### config.mk
export PLATFORM = sky130hd
export DESIGN_NAME = rwc_window_ctrl
export DESIGN_NICKNAME = d
export VERILOG_FILES = /design/src/logic/rwc_pkg.sv /design/src/logic/rwc_tick_sync.sv /design/src/logic/rwc_window_ctrl.sv
export VERILOG_INCLUDE_DIRS = /design/src /design/src/logic
export SDC_FILE = /design/constraint.sdc
export NUM_CORES = 1
export LEC_CHECK = 0
export ABC_AREA = 1
export BUFFER_PORTS_ARGS = -buffer_cell sky130_fd_sc_hd__clkbuf_2
export CAP_MARGIN = 25
export CORE_UTILIZATION = 30
export CTS_BUF_LIST = sky130_fd_sc_hd__clkbuf_8
export CTS_CLUSTER_SIZE = 14
export DETAILED_ROUTE_END_ITERATION = 10
export GPL_ROUTABILITY_DRIVEN = 1
export MAX_ROUTING_LAYER = met4
export PLACE_DENSITY = 0.53
export SYNTH_ARGS = -nofsm -noshare
export SYNTH_HDL_FRONTEND = slang
export SYNTH_HIERARCHICAL = 1
export SYNTH_SLANG_ARGS = --single-unit
### constraint.sdc
create_clock -name pclk -period 6.6 [get_ports pclk]
set_clock_uncertainty 0.2 [all_clocks]
set_input_delay 0.66 -clock pclk [delete_from_list [all_inputs] [get_ports pclk]]
set_output_delay 0.66 -clock pclk [all_outputs]
set_load 0.03 [all_outputs]
### src/logic/rwc_params.svh
// Purpose: offsets, field positions, reset values of the register window block
// Assumes: 32-bit APB, one aligned word per register
// Notes:   definitions only
`ifndef RWC_PARAMS_SVH
`define RWC_PARAMS_SVH

// ==========================================================
// register byte offsets
`define RWC_OFF_CFG      5'h00
`define RWC_OFF_VAL      5'h04
`define RWC_OFF_ALCFG    5'h08
`define RWC_OFF_ALVAL    5'h0C
`define RWC_OFF_PAD      5'h10
`define RWC_OFF_W        5

// ==========================================================
// configuration/calibration fields
`define RWC_CFG_EN       15
`define RWC_CFG_WREN     13
`define RWC_CFG_SYNC     12
`define RWC_CFG_HALF     11
`define RWC_CFG_OE       10
`define RWC_PTR_HI       9
`define RWC_PTR_LO       8
`define RWC_CAL_HI       7
`define RWC_CAL_LO       0

// ==========================================================
// alarm configuration and pad fields
`define RWC_ALC_EN       15
`define RWC_ALC_CTL_LO   10
`define RWC_PAD_SEL      1
`define RWC_PAD_BUF      0

// ==========================================================
// window entries and reset values
`define RWC_IDX_NONE_VAL 3'h7
`define RWC_IDX_NONE_AL  3'h6
`define RWC_RST_BYTE     8'h00
`define RWC_RST_PTR      2'h0
`define RWC_RST_CAL      8'h00
`define RWC_RST_ALCTL    6'h00
`define RWC_RST_PAD      2'h0
`define RWC_BCD_MAX      8'h59
`define RWC_SYNC_STAGES  2

`endif

### src/logic/rwc_pkg.sv
// Purpose: shared types of the register window block
// Assumes: constants live in rwc_params.svh
// Notes:   none
package rwc_pkg;

  // ==========================================================
  // bus phase
  typedef enum logic [2:0]
  {
    RWC_IDLE = 3'b001,
    RWC_WAIT = 3'b010,
    RWC_DONE = 3'b100
  } rwc_phase_e;

  // ==========================================================
  // decoded register select
  typedef struct packed
  {
    logic cfg;
    logic val;
    logic alcfg;
    logic alval;
    logic pad;
  } rwc_sel_s;

  typedef logic [1:0] rwc_ptr_t;

endpackage

### src/logic/rwc_tick_sync.sv
// Purpose: brings the half-second tick pin into pclk and makes a pulse
// Assumes: tick pin is slow against pclk
// Notes:   first stage feeds only the second stage
`timescale 1ns/1ps

module rwc_tick_sync
#(
  parameter int STAGES = 2
)
(
  input  wire logic pclk,
  input  wire logic presetn,
  input  wire logic pclk_en,
  input  wire logic tick_pin,
  output logic      tick_pulse
);

  logic [STAGES-1:0] sync_reg;
  logic              last_reg;

  initial
  begin
    if (STAGES < 2)
      $error("rwc_tick_sync: STAGES below 2");
  end

  // ==========================================================
  // synchroniser and rising edge
  always_ff @(posedge pclk or negedge presetn)
  begin
    if (!presetn)
    begin
      sync_reg   <= '0;
      last_reg   <= 1'b0;
      tick_pulse <= 1'b0;
    end
    else if (pclk_en)
    begin
      sync_reg   <= {sync_reg[STAGES-2:0], tick_pin};
      last_reg   <= sync_reg[STAGES-1];
      tick_pulse <= sync_reg[STAGES-1] & ~last_reg;
    end
  end

endmodule // rwc_tick_sync

### src/logic/rwc_window_ctrl.sv
// Purpose: register windows and control of a clock/calendar, on APB
// Assumes: half_tick_pin pulses twice a second; por_n only at power-on
// Notes:   hours and higher are stored, not counted
`timescale 1ns/1ps
`include "rwc_params.svh"

module rwc_window_ctrl
#(
  parameter int ADDR_W = 12
)
(
  input  wire logic              pclk,
  input  wire logic              presetn,
  input  wire logic              por_n,
  input  wire logic              pclk_en,
  input  wire logic              psel,
  input  wire logic              penable,
  input  wire logic              pwrite,
  input  wire logic [ADDR_W-1:0] paddr,
  input  wire logic [31:0]       pwdata,
  input  wire logic [3:0]        pstrb,
  output logic      [31:0]       prdata,
  output logic                   pready,
  output logic                   pslverr,
  input  wire logic              half_tick_pin,
  output logic                   clock_out,
  output logic                   clock_out_oe,
  output logic                   module_running
);

  import rwc_pkg::*;

  initial
  begin
    if (ADDR_W < `RWC_OFF_W)
      $error("rwc_window_ctrl: ADDR_W too small");
  end

  // ==========================================================
  // state
  rwc_phase_e      phase_reg;
  rwc_sel_s        sel;
  logic            mapped;
  logic            done;
  logic            wr_done;
  logic            rd_done;
  logic            half_tick;
  logic            rollover;
  logic [31:0]     rdata_next;

  logic            clock_module_enable;
  logic            value_write_unlock;
  logic            clock_output_enable;
  logic            half_second_flag;
  logic            ripple_warning;
  rwc_ptr_t        value_window_pointer;
  logic [7:0]      drift_calibration;

  rwc_ptr_t        alarm_window_pointer;
  logic [5:0]      alarm_ctl_reg;
  logic [7:0]      alarm_config_repeat;
  logic [1:0]      pad_reg;
  logic            alarm_hit_reg;

  logic [7:0]      val_mem [0:7];
  logic [7:0]      al_mem [0:7];
  logic [2:0]      val_idx_hi;
  logic [2:0]      val_idx_lo;
  logic [2:0]      al_idx_hi;
  logic [2:0]      al_idx_lo;
  logic [7:0]      value_window_high;
  logic [7:0]      value_window_low;
  logic [7:0]      alarm_window_high;
  logic [7:0]      alarm_window_low;
  logic [8:0]      sec_inc;
  logic [8:0]      min_inc;

  // ==========================================================
  // decode
  always_comb
  begin
    sel       = '0;
    sel.cfg   = (paddr == ADDR_W'(`RWC_OFF_CFG));
    sel.val   = (paddr == ADDR_W'(`RWC_OFF_VAL));
    sel.alcfg = (paddr == ADDR_W'(`RWC_OFF_ALCFG));
    sel.alval = (paddr == ADDR_W'(`RWC_OFF_ALVAL));
    sel.pad   = (paddr == ADDR_W'(`RWC_OFF_PAD));
  end

  assign mapped  = |sel;
  assign done    = (phase_reg == RWC_DONE) & psel & penable;
  assign wr_done = done & pwrite & mapped;
  assign rd_done = done & ~pwrite & mapped;

  // window entry selection
  assign val_idx_hi = {value_window_pointer, 1'b1};
  assign val_idx_lo = {value_window_pointer, 1'b0};
  assign al_idx_hi  = {alarm_window_pointer, 1'b1};
  assign al_idx_lo  = {alarm_window_pointer, 1'b0};

  // reserved entries read zero
  assign value_window_high = (val_idx_hi == `RWC_IDX_NONE_VAL) ? 8'h00 : val_mem[val_idx_hi];
  assign value_window_low  = val_mem[val_idx_lo];
  assign alarm_window_high = (al_idx_hi == `RWC_IDX_NONE_VAL) ? 8'h00 : al_mem[al_idx_hi];
  assign alarm_window_low  = (al_idx_lo == `RWC_IDX_NONE_AL) ? 8'h00 : al_mem[al_idx_lo];

  // ==========================================================
  // bus phase: one wait cycle, then completion
  always_ff @(posedge pclk or negedge presetn)
  begin
    if (!presetn)
    begin
      phase_reg <= RWC_IDLE;
      pready    <= 1'b0;
      pslverr   <= 1'b0;
      prdata    <= 32'h0000_0000;
    end
    else if (pclk_en)
    begin
      unique case (phase_reg)
        RWC_IDLE:
        begin
          if (psel & ~penable)
            phase_reg <= RWC_WAIT;
        end
        RWC_WAIT:
        begin
          if (psel & penable)
          begin
            phase_reg <= RWC_DONE;
            pready    <= 1'b1;
            pslverr   <= ~mapped;
            prdata    <= pwrite ? 32'h0000_0000 : rdata_next;
          end
        end
        RWC_DONE:
        begin
          phase_reg <= RWC_IDLE;
          pready    <= 1'b0;
          pslverr   <= 1'b0;
          prdata    <= 32'h0000_0000;
        end
      endcase
    end
  end

  // ==========================================================
  // read mux
  always_comb
  begin
    rdata_next = 32'h0000_0000;
    if (sel.cfg)
      rdata_next[15:0] = {clock_module_enable, 1'b0, value_write_unlock,
                          ripple_warning, half_second_flag, clock_output_enable,
                          value_window_pointer, drift_calibration};
    else if (sel.val)
      rdata_next[15:0] = {value_window_high, value_window_low};
    else if (sel.alcfg)
      rdata_next[15:0] = {alarm_ctl_reg, alarm_window_pointer, alarm_config_repeat};
    else if (sel.alval)
      rdata_next[15:0] = {alarm_window_high, alarm_window_low};
    else if (sel.pad)
      rdata_next[15:0] = {14'h0, pad_reg};
  end

  // ==========================================================
  // configuration register, power-on reset only
  always_ff @(posedge pclk or negedge por_n)
  begin
    if (!por_n)
    begin
      clock_module_enable <= 1'b0;
      value_write_unlock  <= 1'b0;
      clock_output_enable <= 1'b0;
      drift_calibration   <= `RWC_RST_CAL;
    end
    else if (pclk_en && wr_done && sel.cfg)
    begin
      if (pstrb[1])
      begin
        if (value_write_unlock)
          clock_module_enable <= pwdata[`RWC_CFG_EN];
        value_write_unlock  <= pwdata[`RWC_CFG_WREN];
        clock_output_enable <= pwdata[`RWC_CFG_OE];
      end
      if (pstrb[0])
        drift_calibration <= pwdata[`RWC_CAL_HI:`RWC_CAL_LO];
    end
  end

  // value pointer
  always_ff @(posedge pclk or negedge por_n)
  begin
    if (!por_n)
      value_window_pointer <= `RWC_RST_PTR;
    else if (pclk_en)
    begin
      if (wr_done && sel.cfg && pstrb[1])
        value_window_pointer <= pwdata[`RWC_PTR_HI:`RWC_PTR_LO];
      else if (done && sel.val && (!pwrite || pstrb[1]) && value_window_pointer != 2'h0)
        value_window_pointer <= value_window_pointer - 2'h1;
    end
  end

  // half second and ripple status
  assign rollover = half_tick & clock_module_enable & half_second_flag;

  always_ff @(posedge pclk or negedge por_n)
  begin
    if (!por_n)
    begin
      half_second_flag <= 1'b0;
      ripple_warning   <= 1'b0;
    end
    else if (pclk_en)
    begin
      // a tick in the clearing cycle still counts from the cleared value
      if (wr_done && sel.val && pstrb[0] && value_write_unlock
          && value_window_pointer == 2'h0)
        half_second_flag <= half_tick & clock_module_enable;
      else if (half_tick && clock_module_enable)
        half_second_flag <= ~half_second_flag;
      // rollover lands at the end of the second half
      ripple_warning <= clock_module_enable & (half_second_flag ^ half_tick);
    end
  end

  // ==========================================================
  // tick input
  rwc_tick_sync
  #(
    .STAGES     (`RWC_SYNC_STAGES)
  )
  u_tick
  (
    .pclk       (pclk),
    .presetn    (presetn),
    .pclk_en    (pclk_en),
    .tick_pin   (half_tick_pin),
    .tick_pulse (half_tick)
  );

  // ==========================================================
  // value storage and seconds/minutes counting
  assign sec_inc = (val_mem[0] == `RWC_BCD_MAX) ? {1'b1, 8'h00} :
                   (val_mem[0][3:0] == 4'h9) ? {1'b0, val_mem[0][7:4] + 4'h1, 4'h0} :
                   {1'b0, val_mem[0] + 8'h01};
  assign min_inc = (val_mem[1] == `RWC_BCD_MAX) ? {1'b1, 8'h00} :
                   (val_mem[1][3:0] == 4'h9) ? {1'b0, val_mem[1][7:4] + 4'h1, 4'h0} :
                   {1'b0, val_mem[1] + 8'h01};

  always_ff @(posedge pclk or negedge presetn)
  begin
    if (!presetn)
    begin
      for (int i = 0; i < 8; i++)
        val_mem[i] <= `RWC_RST_BYTE;
    end
    else if (pclk_en)
    begin
      if (rollover)
      begin
        val_mem[0] <= sec_inc[7:0];
        if (sec_inc[8])
          val_mem[1] <= min_inc[7:0];
      end
      // software write wins over the count on the same byte
      if (wr_done && sel.val && value_write_unlock)
      begin
        if (pstrb[1] && val_idx_hi != `RWC_IDX_NONE_VAL)
          val_mem[val_idx_hi] <= pwdata[15:8];
        if (pstrb[0])
          val_mem[val_idx_lo] <= pwdata[7:0];
      end
    end
  end

  // ==========================================================
  // alarm configuration and storage
  always_ff @(posedge pclk or negedge presetn)
  begin
    if (!presetn)
    begin
      alarm_ctl_reg        <= `RWC_RST_ALCTL;
      alarm_config_repeat  <= `RWC_RST_BYTE;
      alarm_window_pointer <= `RWC_RST_PTR;
    end
    else if (pclk_en)
    begin
      if (wr_done && sel.alcfg && pstrb[1])
      begin
        alarm_ctl_reg        <= pwdata[15:`RWC_ALC_CTL_LO];
        alarm_window_pointer <= pwdata[`RWC_PTR_HI:`RWC_PTR_LO];
      end
      else if (done && sel.alval && (!pwrite || pstrb[1]) && alarm_window_pointer != 2'h0)
        alarm_window_pointer <= alarm_window_pointer - 2'h1;
      if (wr_done && sel.alcfg && pstrb[0])
        alarm_config_repeat <= pwdata[7:0];
    end
  end

  always_ff @(posedge pclk or negedge presetn)
  begin
    if (!presetn)
    begin
      for (int i = 0; i < 8; i++)
        al_mem[i] <= `RWC_RST_BYTE;
    end
    else if (pclk_en && wr_done && sel.alval)
    begin
      if (pstrb[1] && al_idx_hi != `RWC_IDX_NONE_VAL)
        al_mem[al_idx_hi] <= pwdata[15:8];
      if (pstrb[0] && al_idx_lo != `RWC_IDX_NONE_AL)
        al_mem[al_idx_lo] <= pwdata[7:0];
    end
  end

  // ==========================================================
  // pad configuration and clock output pin
  always_ff @(posedge pclk or negedge presetn)
  begin
    if (!presetn)
      pad_reg <= `RWC_RST_PAD;
    else if (pclk_en && wr_done && sel.pad && pstrb[0])
      pad_reg <= pwdata[`RWC_PAD_SEL:`RWC_PAD_BUF];
  end

  // alarm pulse: matches minutes and seconds only, deeper fields not compared
  always_ff @(posedge pclk or negedge presetn)
  begin
    if (!presetn)
    begin
      alarm_hit_reg  <= 1'b0;
      clock_out      <= 1'b0;
      clock_out_oe   <= 1'b0;
      module_running <= 1'b0;
    end
    else if (pclk_en)
    begin
      alarm_hit_reg  <= clock_module_enable & alarm_ctl_reg[5]
                        & (val_mem[0] == al_mem[0]) & (val_mem[1] == al_mem[1]);
      clock_out      <= clock_output_enable & (pad_reg[1] ? ~half_second_flag
                                                          : alarm_hit_reg);
      clock_out_oe   <= clock_output_enable;
      module_running <= clock_module_enable;
    end
  end

endmodule // rwc_window_ctrl

==> results of run 1 <==
==> per-layer routing <==
layer | vias to the layer above | share of wire (%)
li1 | 4187 | -
met1 | 4020 | 49
met2 | 198 | 44
met3 | 40 | 4.0
met4 | 0 | 2.6
met5 | - | 0
==> cell type report <==
class                      count  area (um2)
clock buffer                  17         234
clock inverter                15         210
fill                        3563       21700
inverter                      95         357
multi-input combinational    921        4460
sequential                   190        4760
tap                          442         553
timing repair buffer          70         434
==> power breakdown <==
group          switching [W]  internal, W
combinational       0.000182    0.0000636
clock               0.000537     0.000305
sequential         0.0000344      0.00119
total               0.000754      0.00156
==> stage by stage <==
step	setup WS (ns)	area (um2)
after detailed placement	3.49	10500
after global placement	3.45	10500
after CTS	3.77	11000
after floorplan	4.45	10100
after global routing	3.59	11000
final	3.74	11000
==> placed cells by master, fill, tap and decap left out, types with 5 or more instances in the layout <==
master and n:
a21oi_1 50, buf_4 8, clkbuf_2 57, clkbuf_8 18, clkinv_8 6, conb_1 16, dfrtp_1 189, ha_1 16
inv_1 88, nand2_1 345, nand2_2 9, nand3_1 83, nand3_2 7, nand3_4 5, nand4_1 22, nor2_1 93
nor2_2 8, nor3_1 10, o211ai_1 8, o21ai_0 162, o21ai_1 44, o22ai_1 11, or2_2 8, xor2_1 6
==> worst paths after layout <==
| kind | from | endpoint | slack, ns |
|---|---|---|---|
| max reg2reg | value_window_pointer[0] | val_mem[61] | 3.74 |
| min | half_tick_pin | u_tick/sync_reg[0] | 0.16 |
| min reg2reg | val_mem[4] | val_mem[4] | 0.18 |
| min in group asynchronous | por_n | drift_calibration[0] | 0.43 |
| max in group asynchronous | presetn | prdata[9] | 4.68 |
| max | value_window_pointer[0] | val_mem[61] | 3.74 |
==> timing repair <==
item | 4_1_cts | 5_1_grt
hold buffers | 1 | 1
hold endpoints to repair | 15 | 39
setup endpoints to repair | 0 | 0
==> critical path: cells and delay by family (launching register included) <==
family	cells	cell delay [ns]
adders and majority gates	1	0.67
buffers and inverters	4	0.90
DFF	1	0.38
and+or+nand+nor	4	0.53
==> logic make-up after synthesis <==
group	share of synthesized area (%)
xor gates and xnor gates	0.873
and+or+nand+nor	26.7
buffers and inverters	8.66
AOI/OAI and AO/OA	14.4
DFF	47.4
adders and majority gates	2.00
other	0.0374
==> metrics.txt, run 1 <==
# TYPE chip_impl_metric gauge
chip_impl_info{name="status",value="completed"} 1
chip_impl_metric{name="grt_pass1_wl",unit="um"} 46700
chip_impl_metric{name="gr-usage-met3",unit="%"} 2.40
chip_impl_metric{name="ant_nets",unit=""} 0
chip_impl_metric{name="report.final.setup_viol",unit=""} 0
chip_impl_metric{name="detail_route.iter0.violations",unit=""} 689
chip_impl_metric{name="count_of_boundary_i_o_pins",unit=""} 93
chip_impl_metric{name="hold_path_depth",unit=""} 3
chip_impl_metric{name="dp.cells",unit=""} 1715
chip_impl_metric{name="cp.arrival",unit="ns"} 3.04
chip_impl_metric{name="layout.nets",unit=""} 1367
chip_impl_metric{name="synth-warning-count",unit=""} 6
chip_impl_metric{name="routed_wire_length_per_instance",unit="um"} 16.7
chip_impl_metric{name="clk_latency",unit="ns"} 0.49
chip_impl_metric{name="synth_sequential_area_ratio",unit="%"} 47.4
chip_impl_info{name="worst_hold_path_type",value="in2reg"} 1
chip_impl_metric{name="floorplan.core_area",unit="um2"} 32700
chip_impl_metric{name="power_per_cell_area",unit="nW/um2"} 210
chip_impl_metric{name="num_vias",unit=""} 8445
chip_impl_metric{name="critical-path-max-stage-delay",unit="ns"} 0.67
chip_impl_info{name="cts_root_buffer",value="clkbuf_8"} 1
chip_impl_metric{name="grt_antenna_before_repair",unit=""} 0
chip_impl_info{name="worst-setup-path-type",value="reg2reg"} 1
chip_impl_metric{name="cts_htree_levels",unit=""} 4
chip_impl_info{name="critical-path-slowest-cell",value="ha_1"} 1
chip_impl_metric{name="maxClockFrequency",unit="GHz"} 0.350
chip_impl_metric{name="grt_met1_use",unit="%"} 26.3
chip_impl_info{name="synthTopCellsByArea",value="dfrtp_1 47%, nand2_1 13%, o21ai_0 8.1%"} 1
chip_impl_metric{name="static-leakage-power",unit="nW"} 5.45
chip_impl_metric{name="gp_congestion",unit=""} 0.923
chip_impl_info{name="rsz0062_at_grt",value="false"} 1
chip_impl_metric{name="worst-slew-pin-transition",unit="ns"} 0.745
chip_impl_metric{name="worst_hold_slack",unit="ns"} 0.165
chip_impl_metric{name="die_area",unit="um2"} 34200
chip_impl_metric{name="finalMaxSlewViolations",unit=""} 0
chip_impl_metric{name="total_routed_wirelength",unit="um"} 29300
chip_impl_metric{name="cts.repair.resized",unit=""} 0
chip_impl_info{name="ys_dominant_reg_cell",value="dfrtp_1"} 1
chip_impl_metric{name="slew_headroom",unit="%"} 50.3
chip_impl_info{name="synthTopCellsByCount",value="345 x nand2_1, 189 x dfrtp_1, 162 x o21ai_0"} 1
chip_impl_metric{name="setup-tns-final",unit="ns"} 0
chip_impl_metric{name="synth_largest_type_area_fraction",unit="%"} 47.2
chip_impl_metric{name="post_synth_num_cell_types",unit=""} 37
chip_impl_info{name="biggestRegsByFlops",value="al_mem: 64 flops, val_mem: 64 flops, prdata: 16 flops"} 1
chip_impl_metric{name="initial_core_utilization",unit="%"} 30.7
chip_impl_info{name="synth.most_common_cell",value="nand2_1"} 1
chip_impl_metric{name="postCtsSetupBuffers",unit=""} 0
chip_impl_metric{name="clk_pin_slew",unit="ns"} 0.13
chip_impl_metric{name="num_antenna_cells",unit=""} 0
chip_impl_metric{name="synthesis.instances",unit=""} 1284
chip_impl_metric{name="proportion_of_synthesized_flip_flops_having_asynchronous_set_or_reset",unit="%"} 100
chip_impl_metric{name="postSynthAreaPerCell",unit="um2"} 7.81
chip_impl_metric{name="drc_violations",unit=""} 0
chip_impl_metric{name="cts_buffer_depth",unit=""} 2
chip_impl_metric{name="worst-endpoint-required",unit="ns"} 6.78
chip_impl_metric{name="final_layout_size_suffix_gt1_share",unit="%"} 11.2
chip_impl_metric{name="critical_path.max_fanout",unit=""} 46
chip_impl_metric{name="post-layout-total-power",unit="W"} 0.00232
chip_impl_metric{name="dp.final_hpwl",unit="um"} 20800
chip_impl_metric{name="length_in_cells_of_the_worst_reg_to_reg_path",unit=""} 9
chip_impl_info{name="timing.critical_path.cells",value="buf_4 > inv_1 > buf_4 > ha_1 > nand3_1 > nand2_1 > inv_1 > nand2_1 > nand3_1"} 1
chip_impl_info{name="timing.critical_path.to_type",value="register"} 1
chip_impl_metric{name="die_y",unit="um"} 185
chip_impl_metric{name="track_usage",unit="%"} 18.6
chip_impl_metric{name="pin_count_of_the_biggest_net_entering_global_routing",unit=""} 120
chip_impl_metric{name="grt_util_met2",unit="%"} 27.3
chip_impl_metric{name="num_rows",unit=""} 66
chip_impl_info{name="yosysTopAreaCell",value="dfrtp_1"} 1
chip_impl_metric{name="area_growth_syn_to_layout",unit="%"} 9.73
chip_impl_metric{name="final.min_clock_period",unit="ns"} 2.86
chip_impl_metric{name="post_route_non_filler_standard_cell_count",unit=""} 1750
chip_impl_metric{name="hold_viol_final",unit=""} 0
chip_impl_metric{name="io_buffers",unit=""} 58
chip_impl_info{name="crit_path_start_kind",value="register"} 1
chip_impl_metric{name="detail_route.first_pass.iterations",unit=""} 6
chip_impl_metric{name="grt.overflow.total",unit=""} 0
chip_impl_metric{name="fin_util",unit="%"} 33.7
chip_impl_metric{name="tritoncts.num_buffers",unit=""} 17
chip_impl_metric{name="netlist_area",unit="um2"} 10000
chip_impl_metric{name="timing.final.crit_share",unit="%"} 43.3
chip_impl_metric{name="number_of_global_route_vias_before_repair",unit=""} 7926
chip_impl_metric{name="synth_seq_cells",unit=""} 190
chip_impl_info{name="cts_tree",value="done"} 1
chip_impl_metric{name="post_drt_via_cell_ratio",unit=""} 4.83
chip_impl_metric{name="ir_drop",unit="V"} 0.000130
chip_impl_metric{name="max_cap_violations",unit=""} 0
chip_impl_info{name="global_route.peak_usage_layer",value="met2"} 1
chip_impl_metric{name="die-width",unit="um"} 185
chip_impl_metric{name="cts_sinks",unit=""} 190
chip_impl_metric{name="synth_enable_flop_cells",unit=""} 0
Power figures use the tool's default switching activity.
==> inputs of run 2 (changes only) <==
==> constraint.sdc (replaced) <==
create_clock -name pclk -period 2.7 [get_ports pclk]
set_clock_uncertainty 0.2 [all_clocks]
set_input_delay 0.27 -clock pclk [delete_from_list [all_inputs] [get_ports pclk]]
set_output_delay 0.27 -clock pclk [all_outputs]
set_load 0.03 [all_outputs]
==> metrics.txt, run 2 (synthesis results as in run 1) <==
# TYPE chip_impl_metric gauge
chip_impl_metric{name="finalMaxSlewViolations",unit=""} 0
chip_impl_info{name="timing.critical_path.to_type",value="register"} 1
chip_impl_metric{name="gp_congestion",unit=""} 0.921
chip_impl_info{name="critical-path-slowest-cell",value="dfrtp_1"} 1
chip_impl_metric{name="num_vias",unit=""} 8590
chip_impl_metric{name="hold_viol_final",unit=""} 0
chip_impl_metric{name="number_of_global_route_vias_before_repair",unit=""} 7715
chip_impl_metric{name="cts_sinks",unit=""} 190
chip_impl_info{name="cts_tree",value="done"} 1
chip_impl_info{name="rsz0062_at_grt",value="false"} 1
chip_impl_info{name="timing.critical_path.cells",value="inv_1 > ha_1 > nand3_2 > nor2_1 > nand2_1 > o21ai_0 > nand2_1 > nand2_1 > nand2_1 > o21ai_1"} 1
chip_impl_metric{name="dp.final_hpwl",unit="um"} 21600
chip_impl_metric{name="pin_count_of_the_biggest_net_entering_global_routing",unit=""} 77
chip_impl_metric{name="cp.arrival",unit="ns"} 2.53
chip_impl_info{name="worst-setup-path-type",value="reg2reg"} 1
chip_impl_metric{name="placement.setup.worst_slack",unit="ns"} 0.425
chip_impl_metric{name="grt.overflow.total",unit=""} 0
chip_impl_metric{name="cts_htree_levels",unit=""} 4
chip_impl_metric{name="die_area",unit="um2"} 34200
chip_impl_metric{name="power_switching_share",unit="%"} 32.0
chip_impl_info{name="crit_path_start_kind",value="register"} 1
chip_impl_metric{name="track_usage",unit="%"} 18.5
chip_impl_metric{name="cts_buffer_depth",unit=""} 2
chip_impl_metric{name="grt_antenna_before_repair",unit=""} 0
chip_impl_metric{name="num_antenna_cells",unit=""} 0
chip_impl_metric{name="power_per_cell_area",unit="nW/um2"} 499
chip_impl_metric{name="max_cap_violations",unit=""} 0
chip_impl_metric{name="worst_hold_slack",unit="ns"} 0.0315
chip_impl_metric{name="timing.final.crit_share",unit="%"} 85.8
chip_impl_metric{name="area_growth_syn_to_layout",unit="%"} 12.4
chip_impl_metric{name="post_drt_via_cell_ratio",unit=""} 4.82
chip_impl_info{name="most_frequent_standard_cell_in_the_layout_excluding_fill_and_tap_cells",value="nand2_1"} 1
chip_impl_metric{name="clkPwrFrac",unit="%"} 35.1
chip_impl_metric{name="total_routed_wirelength",unit="um"} 30000
chip_impl_metric{name="maxClockFrequency",unit="GHz"} 0.431
chip_impl_metric{name="floorplan.core_area",unit="um2"} 32700
chip_impl_metric{name="initial_core_utilization",unit="%"} 30.7
chip_impl_metric{name="count_of_boundary_i_o_pins",unit=""} 93
chip_impl_metric{name="worst-slew-pin-transition",unit="ns"} 0.685
chip_impl_metric{name="share_comb_of_total_power",unit="%"} 11.6
chip_impl_metric{name="die_y",unit="um"} 185
chip_impl_metric{name="fin_util",unit="%"} 34.5
chip_impl_metric{name="net-switching-power",unit="W"} 0.00180
chip_impl_metric{name="sequential_cell_area",unit="um2"} 4760
chip_impl_metric{name="routed_wire_length_per_instance",unit="um"} 16.8
chip_impl_metric{name="buffers_and_inverters_on_the_worst_path",unit=""} 1
chip_impl_info{name="worst_hold_path_type",value="in2reg"} 1
chip_impl_metric{name="final.setup.worst_slack",unit="ns"} 0.382
chip_impl_metric{name="internal_power_of_the_cells",unit="W"} 0.00383
chip_impl_metric{name="critical-path-max-stage-delay",unit="ns"} 0.47
chip_impl_metric{name="detail_route.iter0.violations",unit=""} 679
chip_impl_metric{name="r2r_setup_slack",unit="ns"} 0.38
chip_impl_info{name="biggestRegsByFlops",value="al_mem: 64 flops, val_mem: 64 flops, prdata: 16 flops"} 1
chip_impl_info{name="cts_root_buffer",value="clkbuf_8"} 1
chip_impl_metric{name="static-leakage-power",unit="nW"} 5.59
chip_impl_metric{name="grt_pass1_wl",unit="um"} 46200
chip_impl_metric{name="detail_route.first_pass.iterations",unit=""} 5
chip_impl_info{name="status",value="completed"} 1
chip_impl_metric{name="multi_input_area",unit="um2"} 4460
chip_impl_metric{name="clk_latency",unit="ns"} 0.48
chip_impl_metric{name="tritoncts.num_buffers",unit=""} 17
chip_impl_metric{name="worst-endpoint-required",unit="ns"} 2.91
chip_impl_metric{name="die-width",unit="um"} 185
chip_impl_metric{name="ir_drop",unit="V"} 0.000217
chip_impl_info{name="mostFrequentLayoutCells",value="345 x nand2_1, 189 x dfrtp_1, 162 x o21ai_0"} 1
chip_impl_metric{name="drc_violations",unit=""} 0
chip_impl_metric{name="clk_pin_slew",unit="ns"} 0.12
chip_impl_metric{name="final.min_clock_period",unit="ns"} 2.32
chip_impl_metric{name="critical_path.max_fanout",unit=""} 8
chip_impl_metric{name="setup-tns-final",unit="ns"} 0
chip_impl_info{name="crit_path_frequent_cell",value="nand2_1"} 1
chip_impl_metric{name="final_layout_size_suffix_gt1_share",unit="%"} 12.2
chip_impl_metric{name="post-layout-total-power",unit="W"} 0.00563
chip_impl_metric{name="power.share.sequential",unit="%"} 53.3
chip_impl_metric{name="postCtsSetupBuffers",unit=""} 0
chip_impl_metric{name="layout.nets",unit=""} 1400
chip_impl_metric{name="io_buffers",unit=""} 58
chip_impl_metric{name="report.final.setup_viol",unit=""} 0
chip_impl_metric{name="ant_nets",unit=""} 0
chip_impl_metric{name="slew_headroom",unit="%"} 54.3
chip_impl_metric{name="num_rows",unit=""} 66
chip_impl_info{name="critical-path-top-delay-family",value="simple AND/OR/NAND/NOR gates"} 1
chip_impl_metric{name="n_fill_cell",unit=""} 3501
## run 2: power groups by stage
stage                     sequential (W)  clock, W  combinational (W)
after global placement           0.00305         0           0.000621
after detailed placement         0.00305         0           0.000624
after global routing             0.00301   0.00213           0.000744
after CTS                        0.00300   0.00204           0.000661
final                            0.00300   0.00198           0.000653
after floorplan                  0.00306         0           0.000368
## run 2: worst paths after layout
kind / from / endpoint / depth (start not counted)
worst max-delay path: val_mem[57] / val_mem[51] / 10
worst min-delay path: pwdata[12] / al_mem[36] / 3
worst max register to register: val_mem[57] / val_mem[51] / 10
worst min register to register: val_mem[5] / val_mem[5] / 0
max in group asynchronous: presetn / phase_reg[0] / 3
min in group asynchronous: por_n / drift_calibration[0] / 2
## run 2: layout make-up
class                   count  area share [%]
clock buffers              17            2.08
repair buffers            103            6.40
inverters                  95            3.16
well taps                 442            4.91
clock inverters            15            1.68
flip-flops and latches    190            42.2
multi-input cells         921            39.6
## run 2: tightest hold or removal path, stage by stage
cell and delay (ns):
clkbuf_2 0.08, inv_1 0.15, o21ai_1 0.17
## run 2: layer usage
metal	part of all wire, %	GRT usage, %
met5	0	-
met4	2.2	5.79
met3	4.5	2.42
met2	44	27.2
met1	49	26.4
## run 2: repair_timing
| action | in CTS | in global routing |
|---|---|---|
| hold buffers | 19 | 0 |
| resized for setup | 0 | 0 |
| hold endpoints to repair | 102 | 0 |
## run 2: through the flow
| stage | cell area [um2] | cells |
|---|---|---|
| 6_report | 11300 | 1783 |
| 4_1_cts | 11300 | 1783 |
| 5_1_grt | 11300 | 1783 |
| 3_5_place_dp | 10700 | 1732 |
| 3_3_place_gp | 10700 | 1732 |
| 2_1_floorplan | 10100 | 1299 |
==> inputs of run 3 (changes only) <==
--- a/config.mk
+++ b/config.mk
@@ -9,13 +9,13 @@
 export ABC_AREA = 1
 export BUFFER_PORTS_ARGS = -buffer_cell sky130_fd_sc_hd__clkbuf_2
 export CAP_MARGIN = 25
-export CORE_UTILIZATION = 30
+export CORE_UTILIZATION = 25
 export CTS_BUF_LIST = sky130_fd_sc_hd__clkbuf_8
 export CTS_CLUSTER_SIZE = 14
 export DETAILED_ROUTE_END_ITERATION = 10
 export GPL_ROUTABILITY_DRIVEN = 1
 export MAX_ROUTING_LAYER = met4
-export PLACE_DENSITY = 0.53
+export PLACE_DENSITY = 0.47
 export SYNTH_ARGS = -nofsm -noshare
 export SYNTH_HDL_FRONTEND = slang
 export SYNTH_HIERARCHICAL = 1
==> constraint.sdc (replaced) <==
create_clock -name pclk -period 2.9 [get_ports pclk]
set_clock_uncertainty 0.2 [all_clocks]
set_input_delay 0.29 -clock pclk [delete_from_list [all_inputs] [get_ports pclk]]
set_output_delay 0.29 -clock pclk [all_outputs]
set_load 0.03 [all_outputs]
==> metrics.txt, run 3 (synthesis results as in run 1) <==
# TYPE chip_impl_metric gauge
chip_impl_info{name="status",value="completed"} 1
chip_impl_metric{name="floorplan.core_area",unit="um2"} 39600
chip_impl_info{name="worst_hold_path_type",value="in2reg"} 1
chip_impl_metric{name="grt.overflow.total",unit=""} 0
chip_impl_info{name="critical-path-slowest-cell",value="dfrtp_1"} 1
chip_impl_metric{name="buffers_and_inverters_on_the_worst_path",unit=""} 0
chip_impl_metric{name="postPlaceCellArea",unit="um2"} 10700
chip_impl_metric{name="max_cap_violations",unit=""} 0
chip_impl_metric{name="routed_wire_length_per_instance",unit="um"} 16.8
chip_impl_metric{name="num_antenna_cells",unit=""} 0
chip_impl_metric{name="die_area",unit="um2"} 40900
chip_impl_info{name="cts_tree",value="done"} 1
chip_impl_metric{name="tritoncts.num_buffers",unit=""} 17
chip_impl_metric{name="setup-tns-final",unit="ns"} 0
chip_impl_metric{name="final_cell_area",unit="um2"} 11300
chip_impl_metric{name="worst-endpoint-required",unit="ns"} 3.12
chip_impl_metric{name="final.min_clock_period",unit="ns"} 2.35
chip_impl_metric{name="cts_buffer_depth",unit=""} 2
chip_impl_metric{name="finalMaxSlewViolations",unit=""} 0
chip_impl_metric{name="clk_latency",unit="ns"} 0.51
chip_impl_info{name="timing.critical_path.cells",value="ha_1 > nand3_2 > nor2_1 > nand2_1 > o21ai_0 > o21ai_0 > nand2_1 > nand3_1 > o21ai_0"} 1
chip_impl_metric{name="pin_count_of_the_biggest_net_entering_global_routing",unit=""} 65
chip_impl_metric{name="post-layout-total-power",unit="W"} 0.00517
chip_impl_metric{name="slew_headroom",unit="%"} 60.9
chip_impl_metric{name="report.final.setup_viol",unit=""} 0
chip_impl_metric{name="cts_htree_levels",unit=""} 4
chip_impl_metric{name="cts_sinks",unit=""} 190
chip_impl_metric{name="total_routed_wirelength",unit="um"} 31300
chip_impl_info{name="biggestRegsByFlops",value="al_mem: 64 flops, val_mem: 64 flops, prdata: 16 flops"} 1
chip_impl_metric{name="die_y",unit="um"} 202
chip_impl_metric{name="ir_drop",unit="V"} 0.000278
chip_impl_metric{name="drc_violations",unit=""} 0
chip_impl_metric{name="final_layout_size_suffix_gt1_share",unit="%"} 12.1
chip_impl_metric{name="num_vias",unit=""} 8584
chip_impl_metric{name="timing.final.crit_share",unit="%"} 81.2
chip_impl_metric{name="worst-slew-pin-transition",unit="ns"} 0.586
chip_impl_metric{name="area_growth_syn_to_layout",unit="%"} 12.4
chip_impl_metric{name="grt_antenna_before_repair",unit=""} 0
chip_impl_metric{name="io_buffers",unit=""} 58
chip_impl_metric{name="dp.final_hpwl",unit="um"} 22800
chip_impl_metric{name="gp_congestion",unit=""} 0.904
chip_impl_info{name="cts_root_buffer",value="clkbuf_8"} 1
chip_impl_metric{name="share_comb_of_total_power",unit="%"} 11.6
chip_impl_info{name="rsz0062_at_grt",value="false"} 1
chip_impl_info{name="most_frequent_standard_cell_in_the_layout_excluding_fill_and_tap_cells",value="nand2_1"} 1
chip_impl_metric{name="maxClockFrequency",unit="GHz"} 0.425
chip_impl_metric{name="post_drt_via_cell_ratio",unit=""} 4.61
chip_impl_metric{name="critical-path-max-stage-delay",unit="ns"} 0.56
chip_impl_metric{name="internal_power_of_the_cells",unit="W"} 0.00352
chip_impl_metric{name="num_rows",unit=""} 73
chip_impl_info{name="crit_path_frequent_cell",value="o21ai_0"} 1
chip_impl_metric{name="layout.nets",unit=""} 1395
chip_impl_metric{name="clk_pin_slew",unit="ns"} 0.12
chip_impl_metric{name="detail_route.iter0.violations",unit=""} 632
chip_impl_metric{name="r2r_setup_slack",unit="ns"} 0.55
chip_impl_metric{name="n_fill_cell",unit=""} 4363
chip_impl_metric{name="die-width",unit="um"} 202
chip_impl_metric{name="cp.arrival",unit="ns"} 2.58
chip_impl_metric{name="grt_pass1_wl",unit="um"} 49600
chip_impl_info{name="worst-setup-path-type",value="reg2reg"} 1
chip_impl_metric{name="power_switching_share",unit="%"} 32.0
chip_impl_metric{name="cts.repair.resized",unit=""} 0
chip_impl_info{name="mostFrequentLayoutCells",value="345 x nand2_1, 189 x dfrtp_1, 162 x o21ai_0"} 1
chip_impl_metric{name="hold_viol_final",unit=""} 0
chip_impl_info{name="crit_path_start_kind",value="register"} 1
chip_impl_metric{name="net-switching-power",unit="W"} 0.00166
chip_impl_metric{name="static-leakage-power",unit="nW"} 5.55
chip_impl_metric{name="postCtsHoldBufs",unit=""} 15
chip_impl_metric{name="power_per_cell_area",unit="nW/um2"} 459
chip_impl_metric{name="track_usage",unit="%"} 16.3
chip_impl_metric{name="initial_core_utilization",unit="%"} 25.3
chip_impl_metric{name="detail_route.first_pass.iterations",unit=""} 5
chip_impl_metric{name="ant_nets",unit=""} 0
chip_impl_metric{name="count_of_boundary_i_o_pins",unit=""} 93
chip_impl_metric{name="number_of_global_route_vias_before_repair",unit=""} 8205
chip_impl_metric{name="critical_path.max_fanout",unit=""} 8
chip_impl_metric{name="power.share.sequential",unit="%"} 53.9
chip_impl_info{name="critical-path-top-delay-family",value="simple AND/OR/NAND/NOR gates"} 1
chip_impl_metric{name="clkPwrFrac",unit="%"} 34.5
chip_impl_metric{name="postCtsSetupBuffers",unit=""} 0
chip_impl_info{name="timing.critical_path.to_type",value="register"} 1
-- run 3: final timing paths --
kind                             start                    to  cells after the start
max                        val_mem[56]           val_mem[48]                      9
min                         pwdata[12]            al_mem[52]                      3
max reg2reg                val_mem[56]           val_mem[48]                      9
min reg2reg                 val_mem[4]            val_mem[4]                      0
max in group asynchronous      presetn          phase_reg[0]                      3
min in group asynchronous        por_n  drift_calibration[0]                      2
-- run 3: power groups by stage --
stage	clock (W)	sequential, W	combinational (W)
after floorplan	0	0.00285	0.000342
after global placement	0	0.00284	0.000584
after detailed placement	0	0.00284	0.000592
after CTS	0.00184	0.00278	0.000610
after global routing	0.00193	0.00280	0.000688
final	0.00179	0.00279	0.000600
-- run 3: layer usage --
metal / vias to the layer above / track usage (%) / wire length (um)
li1: 4240 / - / -
met4: 0 / 4.81 / 611
met5: - / - / 0
met1: 4139 / 22.7 / 15200
met3: 31 / 2.19 / 1070
met2: 174 / 24.6 / 14400
-- run 3: stage by stage --
| stage | setup slack (ns) | std cells | hold slack, ns | utilization, % |
|---|---|---|---|---|
| floorplan | 0.829 | 1299 | -0.206 | - |
| global placement | 0.621 | 1814 | 0.0612 | 27.1 |
| detailed placement | 0.603 | 1814 | 0.0625 | 27.1 |
| CTS | 0.573 | 1861 | 0.00169 | 28.4 |
| global route | 0.234 | 1861 | 0.0371 | 28.4 |
| finish | 0.545 | 1861 | 0.0375 | 28.4 |
-- run 3: cell type report --
cell class / instances / area (um2) / area share [%]
Clock buffer: 17 / 234 / 2.07
Clock inverter: 15 / 150 / 1.33
Inverter: 95 / 357 / 3.16
Multi-Input combinational cell: 921 / 4460 / 39.6
Sequential cell: 190 / 4760 / 42.2
Tap cell: 525 / 657 / 5.82
Timing Repair Buffer: 98 / 662 / 5.87
-- run 3: tightest hold or removal path, stage by stage --
cell and delay [ns]:
clkbuf_2 0.08, inv_1 0.16, o21ai_1 0.18
